**src/design/pms_regs.svh**
```systemverilog
// Purpose: Named constants for the periodic measure sequencer.
// Assumes: A 40 MHz system clock and a one-second tick from the real-time clock.
// Notes: Times are kept in their own units; cycle counts are derived in the modules.
`ifndef PMS_REGS_SVH
`define PMS_REGS_SVH

`define PMS_CLK_HZ 40000000
`define PMS_MS_PER_S 1000
`define PMS_SEC_PER_MIN 60
`define PMS_PERIOD_DEFAULT_MIN 30
`define PMS_READ_TRIES 3
`define PMS_JOIN_TRIES 3
`define PMS_TX_DELAY_MAX_S 6
`define PMS_SLEEP_FLASH_S 5
`define PMS_FLASH_MS 50
`define PMS_RX1_DELAY_MS 1000
`define PMS_RX2_DELAY_MS 1000
`define PMS_RX_WIN_MS 100
`define PMS_CAP_FULL_PCT 99
`define PMS_CAP_RESET_MV 300
`define PMS_LFSR_SEED 16'hace1
`define PMS_KIND_SENSOR 2'h1
`define PMS_KIND_BARO 2'h2

`endif

```
**src/design/pms_pkg.sv**
```systemverilog
// Purpose: Shared types of the periodic measure sequencer.
// Assumes: Nothing beyond the constants header.
// Notes: Only types live here.
package pms_pkg;

  typedef enum logic [3:0] {
    PMS_IDLE,
    PMS_READ_REQ,
    PMS_READ_WAIT,
    PMS_BARO_WAIT,
    PMS_STORE_SENSOR,
    PMS_STORE_BARO,
    PMS_DELAY,
    PMS_JOIN_WAIT,
    PMS_TX_WAIT,
    PMS_RX1_DELAY,
    PMS_RX1_OPEN,
    PMS_RX2_DELAY,
    PMS_RX2_OPEN
  } pms_state_t;

endpackage

```
**src/design/pms_sequencer.sv**
```systemverilog
// Purpose: Periodic measure, store and uplink sequencer of a battery remote logger.
// Assumes: Sensor, barometer and radio are driven through request and done handshakes; record memory takes a write strobe with no done.
// Notes: secondTick and usbPresent are asynchronous pins and are synchronised here.
`timescale 1ns/1ps
`include "pms_regs.svh"

module pms_sequencer
  import pms_pkg::*;
#(
  parameter int unsigned MS_CYCLES = `PMS_CLK_HZ / `PMS_MS_PER_S,
  parameter int unsigned REC_AW = 15
)
(
  input wire logic sys_clk,
  input wire logic sys_rst,
  input wire logic secondTick,
  input wire logic usbPresent,
  input wire logic cfgWrite,
  input wire logic [15:0] cfgPeriod,
  input wire logic cfgDefault,
  output logic cfgStore,
  output logic [15:0] measurePeriod,
  output logic sensorPower,
  output logic readReq,
  output logic readRs485,
  input wire logic readDone,
  input wire logic readOk,
  input wire logic [31:0] readData,
  input wire logic baroEnable,
  output logic baroReq,
  input wire logic baroDone,
  input wire logic [31:0] baroData,
  output logic recWrite,
  output logic [REC_AW-1:0] recAddr,
  output logic [1:0] recKind,
  output logic [31:0] recData,
  input wire logic joined,
  output logic joinReq,
  input wire logic joinDone,
  input wire logic joinOk,
  output logic txReq,
  output logic [1:0] txSensorOk,
  input wire logic txDone,
  output logic rx1Open,
  output logic rx2Open,
  input wire logic downlinkIn,
  input wire logic [31:0] downlinkInData,
  output logic downlinkValid,
  output logic [31:0] downlinkData,
  output logic status_lamp_one,
  output logic activeMode,
  output logic wake,
  output logic busy,
  input wire logic battValid,
  input wire logic [11:0] battMv,
  input wire logic capDecrement,
  output logic [6:0] capacity
);

  localparam logic [15:0] PERIOD_DEFAULT = 16'(`PMS_PERIOD_DEFAULT_MIN * `PMS_SEC_PER_MIN);
  localparam logic [15:0] MS_LAST = 16'(MS_CYCLES - 1);

  typedef struct packed {
    logic usbMeta;
    logic usbSync;
    logic tickMeta;
    logic tickSync;
    logic tickPrev;
    pms_state_t state;
    logic [15:0] period;
    logic [15:0] secCount;
    logic pending;
    logic [2:0] secMod;
    logic rs485;
    logic [1:0] tries;
    logic sensorOk;
    logic [1:0] joinTries;
    logic [15:0] msDiv;
    logic [15:0] rxMs;
    logic [7:0] flashMs;
    logic [REC_AW-1:0] recPtr;
    logic [31:0] sensorVal;
    logic [31:0] baroVal;
    logic baroOk;
    logic readReq;
    logic baroReq;
    logic recWrite;
    logic [1:0] recKind;
    logic [31:0] recData;
    logic joinReq;
    logic txReq;
    logic dlValid;
    logic [31:0] dlData;
    logic cfgStore;
    logic wake;
    logic [6:0] capacity;
    logic [11:0] lastMv;
  } pms_seq_t;

  pms_seq_t s;
  pms_seq_t next_s;
  logic msTick;
  logic delayStart;
  logic delayDone;

  function automatic logic [11:0] absDiff(input logic [11:0] a, input logic [11:0] b);
    absDiff = (a > b) ? a - b : b - a;
  endfunction

  function automatic logic msReached(input logic [15:0] count, input int unsigned limit);
    msReached = (count >= 16'(limit));
  endfunction

  assign msTick = (s.msDiv == MS_LAST);
  assign delayStart = (s.state == PMS_STORE_BARO);

  pms_random_delay u_delay
  (
    .sys_clk(sys_clk),
    .sys_rst(sys_rst),
    .msTick(msTick),
    .start(delayStart),
    .done(delayDone),
    .busy()
  );

  always_comb
  begin
    logic tickEdge;
    logic expire;
    tickEdge = 1'b0;
    expire = 1'b0;
    next_s = s;
    next_s.usbMeta = usbPresent;
    next_s.usbSync = s.usbMeta;
    next_s.tickMeta = secondTick;
    next_s.tickSync = s.tickMeta;
    next_s.tickPrev = s.tickSync;
    tickEdge = s.tickSync & ~s.tickPrev;
    expire = tickEdge && (s.secCount + 16'h1 >= s.period);
    next_s.readReq = 1'b0;
    next_s.baroReq = 1'b0;
    next_s.recWrite = 1'b0;
    next_s.joinReq = 1'b0;
    next_s.txReq = 1'b0;
    next_s.dlValid = 1'b0;
    next_s.cfgStore = 1'b0;
    next_s.wake = tickEdge;
    next_s.msDiv = msTick ? 16'h0 : s.msDiv + 16'h1;
    if (msTick && s.flashMs != 8'h0)
    begin
      next_s.flashMs = s.flashMs - 8'h1;
    end

    // Configuration writes go straight out to non-volatile storage as well.
    if (cfgDefault)
    begin
      next_s.period = PERIOD_DEFAULT;
      next_s.cfgStore = 1'b1;
    end
    else if (cfgWrite)
    begin
      next_s.period = cfgPeriod;
      next_s.cfgStore = 1'b1;
    end

    if (tickEdge)
    begin
      next_s.secMod = (s.secMod == 3'(`PMS_SLEEP_FLASH_S - 1)) ? 3'h0 : s.secMod + 3'h1;
      if (s.usbSync || s.secMod == 3'h0)
      begin
        next_s.flashMs = 8'(`PMS_FLASH_MS);
      end
      // The period keeps running during a cycle so the schedule does not drift.
      if (expire)
      begin
        next_s.secCount = 16'h0;
        next_s.pending = 1'b1;
      end
      else
      begin
        next_s.secCount = s.secCount + 16'h1;
      end
    end

    if (battValid && absDiff(battMv, s.lastMv) > 12'(`PMS_CAP_RESET_MV))
    begin
      next_s.capacity = 7'(`PMS_CAP_FULL_PCT);
      next_s.lastMv = battMv;
    end
    else if (capDecrement && s.capacity != 7'h0)
    begin
      next_s.capacity = s.capacity - 7'h1;
    end

    case (s.state)
      PMS_IDLE:
      begin
        if (s.pending)
        begin
          // A period that ends in the same cycle as the start must not be lost.
          next_s.pending = expire;
          next_s.rs485 = 1'b0;
          next_s.tries = 2'h0;
          next_s.state = PMS_READ_REQ;
        end
      end
      PMS_READ_REQ:
      begin
        next_s.readReq = 1'b1;
        next_s.state = PMS_READ_WAIT;
      end
      PMS_READ_WAIT:
      begin
        if (readDone)
        begin
          if (readOk)
          begin
            next_s.sensorOk = 1'b1;
            next_s.sensorVal = readData;
            next_s.baroReq = baroEnable;
            next_s.state = PMS_BARO_WAIT;
          end
          else if (s.tries != 2'(`PMS_READ_TRIES - 1))
          begin
            next_s.tries = s.tries + 2'h1;
            next_s.state = PMS_READ_REQ;
          end
          else if (!s.rs485)
          begin
            next_s.rs485 = 1'b1;
            next_s.tries = 2'h0;
            next_s.state = PMS_READ_REQ;
          end
          else
          begin
            next_s.sensorOk = 1'b0;
            next_s.baroReq = baroEnable;
            next_s.state = PMS_BARO_WAIT;
          end
        end
      end
      PMS_BARO_WAIT:
      begin
        next_s.baroOk = 1'b0;
        if (!baroEnable && !s.baroReq)
        begin
          next_s.state = PMS_STORE_SENSOR;
        end
        else if (baroDone)
        begin
          next_s.baroOk = 1'b1;
          next_s.baroVal = baroData;
          next_s.state = PMS_STORE_SENSOR;
        end
      end
      PMS_STORE_SENSOR:
      begin
        if (s.sensorOk)
        begin
          next_s.recWrite = 1'b1;
          next_s.recKind = `PMS_KIND_SENSOR;
          next_s.recData = s.sensorVal;
          next_s.recPtr = s.recPtr + 1'b1;
        end
        next_s.state = PMS_STORE_BARO;
      end
      PMS_STORE_BARO:
      begin
        if (s.baroOk)
        begin
          next_s.recWrite = 1'b1;
          next_s.recKind = `PMS_KIND_BARO;
          next_s.recData = s.baroVal;
          next_s.recPtr = s.recPtr + 1'b1;
        end
        next_s.joinTries = 2'h0;
        next_s.state = PMS_DELAY;
      end
      PMS_DELAY:
      begin
        if (delayDone)
        begin
          next_s.joinReq = ~joined;
          next_s.txReq = joined;
          next_s.state = joined ? PMS_TX_WAIT : PMS_JOIN_WAIT;
        end
      end
      PMS_JOIN_WAIT:
      begin
        if (joinDone)
        begin
          if (joinOk)
          begin
            next_s.txReq = 1'b1;
            next_s.state = PMS_TX_WAIT;
          end
          else if (s.joinTries != 2'(`PMS_JOIN_TRIES - 1))
          begin
            next_s.joinTries = s.joinTries + 2'h1;
            next_s.joinReq = 1'b1;
          end
          else
          begin
            next_s.state = PMS_IDLE;
          end
        end
      end
      PMS_TX_WAIT:
      begin
        next_s.rxMs = 16'h0;
        if (txDone)
        begin
          next_s.state = PMS_RX1_DELAY;
        end
      end
      PMS_RX1_DELAY, PMS_RX1_OPEN, PMS_RX2_DELAY, PMS_RX2_OPEN:
      begin
        if (msTick)
        begin
          next_s.rxMs = s.rxMs + 16'h1;
        end
        if ((s.state == PMS_RX1_OPEN || s.state == PMS_RX2_OPEN) && downlinkIn)
        begin
          next_s.dlValid = 1'b1;
          next_s.dlData = downlinkInData;
        end
        if ((s.state == PMS_RX1_DELAY && msReached(s.rxMs, `PMS_RX1_DELAY_MS))
          || (s.state == PMS_RX2_DELAY && msReached(s.rxMs, `PMS_RX2_DELAY_MS))
          || (s.state != PMS_RX1_DELAY && s.state != PMS_RX2_DELAY && msReached(s.rxMs, `PMS_RX_WIN_MS)))
        begin
          next_s.rxMs = 16'h0;
          case (s.state)
            PMS_RX1_DELAY: next_s.state = PMS_RX1_OPEN;
            PMS_RX1_OPEN: next_s.state = PMS_RX2_DELAY;
            PMS_RX2_DELAY: next_s.state = PMS_RX2_OPEN;
            default: next_s.state = PMS_IDLE;
          endcase
        end
      end
      default:
      begin
        next_s.state = PMS_IDLE;
      end
    endcase
  end

  always_ff @(posedge sys_clk)
  begin
    if (sys_rst)
    begin
      s <= '0;
      s.state <= PMS_IDLE;
      s.period <= PERIOD_DEFAULT;
      s.capacity <= 7'(`PMS_CAP_FULL_PCT);
    end
    else
    begin
      s <= next_s;
    end
  end

  assign cfgStore = s.cfgStore;
  assign measurePeriod = s.period;
  // Power stays on across retries and interface changes and drops once reading ends.
  assign sensorPower = (s.state == PMS_READ_REQ) || (s.state == PMS_READ_WAIT);
  assign readReq = s.readReq;
  assign readRs485 = s.rs485;
  assign baroReq = s.baroReq;
  assign recWrite = s.recWrite;
  assign recAddr = s.recPtr - 1'b1;
  assign recKind = s.recKind;
  assign recData = s.recData;
  assign joinReq = s.joinReq;
  assign txReq = s.txReq;
  assign txSensorOk = {s.baroOk, s.sensorOk};
  assign rx1Open = (s.state == PMS_RX1_OPEN);
  assign rx2Open = (s.state == PMS_RX2_OPEN);
  assign downlinkValid = s.dlValid;
  assign downlinkData = s.dlData;
  assign status_lamp_one = (s.flashMs != 8'h0);
  assign activeMode = s.usbSync;
  assign wake = s.wake;
  assign busy = (s.state != PMS_IDLE);
  assign capacity = s.capacity;

endmodule

```
**src/design/pms_random_delay.sv**
```systemverilog
// Purpose: Random transmit hold-off of 0 to 6 seconds in whole milliseconds.
// Assumes: msTick is a one-cycle pulse once per millisecond on sys_clk.
// Notes: The generator steps every cycle whether or not a delay is running.
`timescale 1ns/1ps
`include "pms_regs.svh"

module pms_random_delay
(
  input wire logic sys_clk,
  input wire logic sys_rst,
  input wire logic msTick,
  input wire logic start,
  output logic done,
  output logic busy
);

  localparam logic [12:0] MAX_MS = 13'(`PMS_TX_DELAY_MAX_S * `PMS_MS_PER_S);

  typedef struct packed {
    logic [15:0] lfsr;
    logic draw;
    logic active;
    logic [12:0] remain;
    logic done;
  } pms_rd_t;

  pms_rd_t s;
  pms_rd_t next_s;

  always_comb
  begin
    next_s = s;
    next_s.done = 1'b0;
    next_s.lfsr = {s.lfsr[14:0], s.lfsr[15] ^ s.lfsr[13] ^ s.lfsr[12] ^ s.lfsr[10]};
    if (s.draw)
    begin
      // Rejecting draws above the maximum keeps every accepted value equally likely.
      if (s.lfsr[12:0] <= MAX_MS)
      begin
        next_s.remain = s.lfsr[12:0];
        next_s.draw = 1'b0;
        next_s.active = 1'b1;
      end
    end
    else if (s.active)
    begin
      if (s.remain == 13'h0)
      begin
        next_s.active = 1'b0;
        next_s.done = 1'b1;
      end
      else if (msTick)
      begin
        next_s.remain = s.remain - 13'h1;
      end
    end
    else if (start)
    begin
      next_s.draw = 1'b1;
    end
  end

  always_ff @(posedge sys_clk)
  begin
    if (sys_rst)
    begin
      s <= '{lfsr: `PMS_LFSR_SEED, draw: 1'b0, active: 1'b0, remain: 13'h0, done: 1'b0};
    end
    else
    begin
      s <= next_s;
    end
  end

  assign done = s.done;
  assign busy = s.draw | s.active;

endmodule

```
**config.mk**
```make
export PLATFORM = sky130hd
export DESIGN_NAME = pms_sequencer
export DESIGN_NICKNAME = d
export VERILOG_FILES = /design/src/design/pms_pkg.sv /design/src/design/pms_sequencer.sv /design/src/design/pms_random_delay.sv
export VERILOG_INCLUDE_DIRS = /design/src /design/src/design
export SDC_FILE = /design/constraint.sdc
export NUM_CORES = 1
export LEC_CHECK = 0
export BUFFER_PORTS_ARGS = -buffer_cell sky130_fd_sc_hd__buf_2
export CAP_MARGIN = 20
export CORE_MARGIN = 10
export CORE_UTILIZATION = 40
export CTS_BUF_LIST = sky130_fd_sc_hd__clkbuf_8 sky130_fd_sc_hd__clkbuf_16
export DETAILED_ROUTE_END_ITERATION = 10
export PLACE_DENSITY = 0.59
export SLEW_MARGIN = 20
export SYNTH_ARGS = -nofsm -noshare
export SYNTH_HDL_FRONTEND = slang
export SYNTH_SLANG_ARGS = --single-unit
export TNS_END_PERCENT = 50
```
**constraint.sdc**
```tcl
create_clock -name sys_clk -period 9.3 [get_ports sys_clk]
set_input_delay 2.79 -clock sys_clk [delete_from_list [all_inputs] [get_ports sys_clk]]
set_output_delay 2.79 -clock sys_clk [all_outputs]
set_load 0.05 [all_outputs]
```
Yosys cells after proc, flatten, opt, wreduce, memory -nomap -nowiden

Index checks and enable logic that the tools add are counted.

Bits in registers: 296
Bits of input ports: 141
Output and inout bits: 121
Logic and storage cells: 227

$add $sub $neg: 13
$lt $le $gt $ge: 6
Eq/ne operators: 37
Muxes and demuxes: 73
Bitwise logic cells: 11
Reductions and logical operators: 48

Operator list:

| kind                                                                     | number |
|---|---|
| 15-bit 2-to-1 mux                                                        | 5 |
| 35-bit 2-to-1 mux                                                        | 2 |
| 35-bit case mux with 2 select lines                                      | 1 |
| 4-bit 2-to-1 mux                                                         | 15 |
| 16-bit by 1-bit adder with 16-bit output (second input constant)         | 3 |
| 16-bit 2-to-1 mux                                                        | 3 |
| 4-bit case mux with 10 select lines                                      | 1 |
| 33-bit 2-to-1 mux                                                        | 1 |
| 16-bit case mux with 2 select lines                                      | 1 |
| 2-bit != test (second input constant)                                    | 15 |
| 15-bit case mux with 2 select lines                                      | 1 |
| 13-bit 2-to-1 mux                                                        | 2 |
| 8-bit 2-to-1 mux                                                         | 3 |
| 12-bit subtractor                                                        | 2 |
| 1-bit 2-to-1 mux                                                         | 22 |
| 4-bit == test (second input constant)                                    | 5 |
| 16-bit == test (second input constant)                                   | 1 |
| 4-bit by 3-bit == test with 1-bit output (second input constant)         | 4 |
| 16-bit by 10-bit >= comparator with 1-bit output (second input constant) | 1 |
| 16-bit >= comparator                                                     | 1 |
| 16-bit by 7-bit >= comparator with 1-bit output (second input constant)  | 1 |
| 2-bit 2-to-1 mux                                                         | 8 |
| 15-bit by 1-bit adder with 15-bit output (second input constant)         | 1 |
| 15-bit by 1-bit subtractor with 15-bit output (second input constant)    | 1 |
| other kinds (40)                                                         | 88 |

Depth between registers and ports, before layout

Depth after elaboration: 7
Depth in mapped cells: 16
Mapped depth without buffers: 14

Cells and area by module

Synthesis repeated with hierarchy kept, for this count alone.

Cells, all modules: 1791
Area, all modules: 14729.1 µm²

By module, submodules not included:

| module           | instances | cells each | area an instance (µm²) | sequential area each (µm²) |
|---|---|---|---|---|
| pms_sequencer    | 1         | 1632       | 13236.4                | 5285.1 |
| pms_random_delay | 1         | 159        | 1492.7                 | 640.6 |

Worst setup path before layout

No wires, ideal clock.

Path type: input to register
Start: input battMv[9]
End: register s[4] (netlist name)
Setup time: 0.131 ns
Arrival time: 5.598 ns
Data required time: 9.169 ns
Path slack: 3.572 ns
Stages: 15
Buffers on the path: 3
Cells stage by stage: inv_1 ha_1 buf_6 a211o_1 a21oi_4 and3_1 buf_4 nor3_1 or4_4 o31ai_1 a32oi_1 mux2i_4 o21a_4 buf_8 o31ai_2

Cells in the longest elaborated chain, start to end: 4
Elaborated cells on any way between the ends: 6
Those cells by class: add/sub (2); order compare (2); mux (1); reduce/logical (1)

Ends and longest elaborated chain:

| what                                                                | line                 | text |
|---|---|---|
| start: declaration                                                  | pms_sequencer.sv:55  | `input wire logic [11:0] battMv,` |
| 12-bit subtractor or 12-bit greater-than comparator (tied branches) | pms_sequencer.sv:107 | `absDiff = (a > b) ? a - b : b - a;` |
| 12-bit 2-to-1 mux (*)                                               | pms_sequencer.sv:107 |  |
| 12-bit by 9-bit greater-than comparator with 1-bit output (*)       | pms_sequencer.sv:186 | `` if (battValid && absDiff(battMv, s.lastMv) > 12'(`PMS_CAP_RESET_MV)) `` |
| 1-bit logical AND (*)                                               | pms_sequencer.sv:186 |  |
| end signal: assignment                                              | pms_sequencer.sv:359 | `s <= next_s;` |
| end: declaration                                                    | pms_sequencer.sv:100 | `pms_seq_t s;` |

Mark *: on every way between the ends. The rest lies on a longest branch, timed or not.
A chain may end at the register's enable or synchronous reset.

Worst setup path in the final report

Start: input battMv[5]
End: register s[2] (netlist name)

Same word-level chain as after synthesis.

==> flow_metrics.py <==
metrics = {
    "job": {
        "cap_viol_max_count": 0,
    },
    "cts": {
        "post-cts-setup-buffers": 0,
        "cts_max_level": 2,
        "cts_tree": "yes",
        "cts_made_buffers": 35,
        "cts-resized-gates": 0,
        "cts.clk_slew.worst_paths_ns": 0.05,
        "clock_latency_ns": 0.52,
        "root_buffer": "clkbuf_16",
        "cts_hold_buffers": 0,
        "cts_buffer_depth": 3,
        "cts.sink_count": 296,
    },
    "outcome": {
        "status": "finished, final reports clean",
    },
    "synth": {
        "synth_cell_types": 76,
        "postSynth.asyncResetShare": 0,
        "synth_area_per_cell_um2": 8.237,
        "synth_top_cells_by_count": "dfxtp_1 (296), nand2_1 (284), a21oi_1 (168), nor2_1 (168), buf_4 (94)",
        "synth_top_family_by_area": "simple AND/OR/NAND/NOR gates",
        "synth-compound-area-share": 0.1641,
        "yosysSeqAreaShare": 0.4099,
        "ys.flop_type": "dfxtp_1",
        "syn-num-nets": 1951,
        "synth_warnings": 0,
        "yosys.area.top_type": "dfxtp_1",
        "synth_xor_area_frac": 0.05635,
        "netlist_area_mm2": 0.01446,
        "synth_area_leaders": "dfxtp_1 (41%), nand2_1 (7.4%), a21oi_1 (5.8%)",
        "synthSimpleGateAreaFrac": 0.2144,
        "synth.most_common_cell": "dfxtp_1",
        "ys_seq_elements": 296,
        "synthMuxAreaShare": 0.01342,
        "synth_fa_ha_area_frac": 0.04865,
        "synth_top_area_frac": 0.4099,
        "synth_enable_flop_cells": 0,
        "synth_cells": 1755,
    },
    "pwr": {
        "power.switching_w": 0.0008189,
        "power_frac_seq": 0.424,
        "p_per_area_mw_per_mm2": 187.5,
        "peakVddDrop_uv": 132.5,
        "power.total_w": 0.003104,
        "pwr-share-clk": 0.449,
        "power_frac_comb": 0.127,
        "swShare": 0.2639,
        "p_int_w": 0.002285,
        "p_leak_nw": 6.743,
    },
    "route": {
        "drtPass1Iterations": 7,
        "vias_per_cell": 5.180,
        "ant_nets": 0,
        "routed_wl_um": 38800,
        "via_count": 12241,
        "post_drt_wl_per_cell_um": 16.42,
        "dr.first_iter.drc_count": 873,
        "drc_errors": 0,
    },
    "cells_and_area": {
        "final_area_mm2": 0.01655,
        "drive_above_1_share": 0.1975,
        "area_delta_synth_final_pct": 14.51,
        "layout.nets": 2070,
        "utilization": 0.4642,
    },
    "timing": {
        "setup_viol": 0,
        "relSlewSlack": 0.2806,
        "max_clock_freq_mhz": 164.3,
        "worst_slew_pin_slew_ns": 1.079,
        "fin_crit_sh": 0.6543,
        "finalHoldViolations": 0,
        "skew_ns": 0.02410,
        "finalCriticalPeriod_ns": 6.085,
        "rsz0062_at_grt": "no",
        "setup_tns_ns": 0,
        "report.final.slew_viol_count": 0,
    },
    "setup_path": {
        "r2r-start": "s[5]$_SDFFE_PP0P_",
        "worstPathArrival_ns": 6.44,
        "worstSetupEndpointType": "flip-flop",
        "crit_path_start": "battMv[5]",
        "critPathKind": "input pin to flip-flop",
        "cp_data_required_time_ns": 9.66,
        "path_max_fanout": 15,
        "critPathLaunchType": "input pin",
    },
    "min_path": {
        "holdCritPathClass": "flip-flop to flip-flop",
        "hold_start": "u_delay.next_s[31]$_SDFF_PP0_",
    },
    "place": {
        "place_area_mm2": 0.01534,
        "hpwl_um": 27890,
        "routabilityCongestion": 0.8400,
        "placement.io_buffers": 261,
    },
    "floorplan": {
        "coreArea_mm2": 0.03566,
        "die_h_um": 210.1,
        "num_rows": 69,
        "initial_core_util": 0.4054,
        "die-area_mm2": 0.04414,
        "ioPinCount": 262,
        "die_w_um": 210.1,
    },
    "global_route": {
        "grt_max_degree": 88,
        "antenna_found_initial": 7,
        "grt_pass1_vias": 11712,
        "grt-ovfl-total": 0,
        "grt_first_pass_wirelength_um": 62320,
        "grt_usage": 0.1679,
    },
}
==> stage by stage <==
stage / instances / hold slack, ns / worst slack [ns]
5_1_grt: 2362 / 0.4348 / 2.923
6_report: 2363 / 0.4089 / 3.215
3_5_place_dp: 2298 / 0.3923 / 2.785
4_1_cts: 2360 / 0.4050 / 3.300
3_3_place_gp: 2298 / 0.3988 / 2.844
2_1_floorplan: 1755 / 0.3895 / 3.572
==> logic make-up (layout without fill, tap and decap cells) <==
logic type                 Yosys count  in the layout
xor gates and xnor gates            93             93
other                                0              3
adders and majority gates           55             55
DFF                                296            296
AOI/OAI and AO/OA                  362            362
buffers and inverters              257            401
and+or+nand+nor                    674            674
muxes                               18             18
==> state kept, by name, summed over array words and instances, names as in the netlist <==
name and cells:
next_s 3, u_delay.s 16, readRs485 1, downlinkValid 1, downlinkData 32, s 160, recWrite 1, recData 32
joinReq 1, txSensorOk 2, baroReq 1, txReq 1, activeMode 1, cfgStore 1, capacity 7, u_delay.next_s 15
recKind 2, measurePeriod 16, wake 1, readReq 1, u_delay.done 1
==> area by class of cell <==
cell class,instances,area [µm²]
Fill cell,3573,19100
Multi-Input combinational cell,1202,7208
Sequential cell,296,5926
Timing Repair Buffer,270,1380
Clock buffer,44,1011
Tap cell,461,576.8
Inverter,69,259.0
Clock inverter,18,183.9
Antenna cell,3,7.507
==> worst paths after layout <==
kind / endpoint / slack [ns] / cells after the start
max: s[2]$_SDFFE_PP0P_ / 3.22 / 13
min: u_delay.s[31]$_SDFF_PP1_ / 0.41 / 1
max reg2reg: s[2]$_SDFFE_PP0P_ / 5.32 / 11
min reg2reg: u_delay.s[31]$_SDFF_PP1_ / 0.41 / 1
==> routing by layer <==
layer | share of wire | up-vias | global-route usage
met1 | 0.45 | 5715 | 0.2142
met2 | 0.46 | 280 | 0.2724
met3 | 0.076 | 51 | 0.05208
li1 | - | 6187 | -
met5 | 0.0011 | - | 0
met4 | 0.015 | 8 | 0.03797
==> critical path, stage by stage <==
cell and delay, ns:
buf_2 0.11, inv_1 0.04, ha_1 0.47, a211o_1 0.36, a21oi_1 0.28, and3_1 0.35, nor3_1 0.08, or4_4 0.55
o31ai_1 0.27, a32oi_1 0.18, mux2i_4 0.49, o21a_4 0.35, o31ai_1 0.10
==> placed cells by master (no fill, tap or decap), drive strengths merged, types with 9 or more instances in the layout <==
master / instances
a211oi: 9
a21o: 10
a21oi: 169
a222oi: 32
a31oi: 10
and3: 21
buf: 270
clkbuf: 44
dfxtp: 296
ha: 53
inv: 75
mux2i: 17
nand2: 285
nand2b: 14
nand3: 41
nand4: 12
nor2: 168
nor2b: 23
nor3: 26
nor4: 18
o2111ai: 15
o21ai: 48
o31ai: 16
or2: 13
or3: 18
xnor2: 39
xor2: 54
==> power by group through the flow <==
stage                     Combinational, W  Clock [W]  Sequential [W]
after detailed placement          0.000390          0         0.00134
after CTS                         0.000392    0.00143         0.00131
final                             0.000393    0.00139         0.00132
after global placement            0.000389          0         0.00134
after floorplan                   0.000295          0         0.00133
after global routing              0.000434    0.00148         0.00132
No activity file was read; power rests on OpenSTA's default activity.
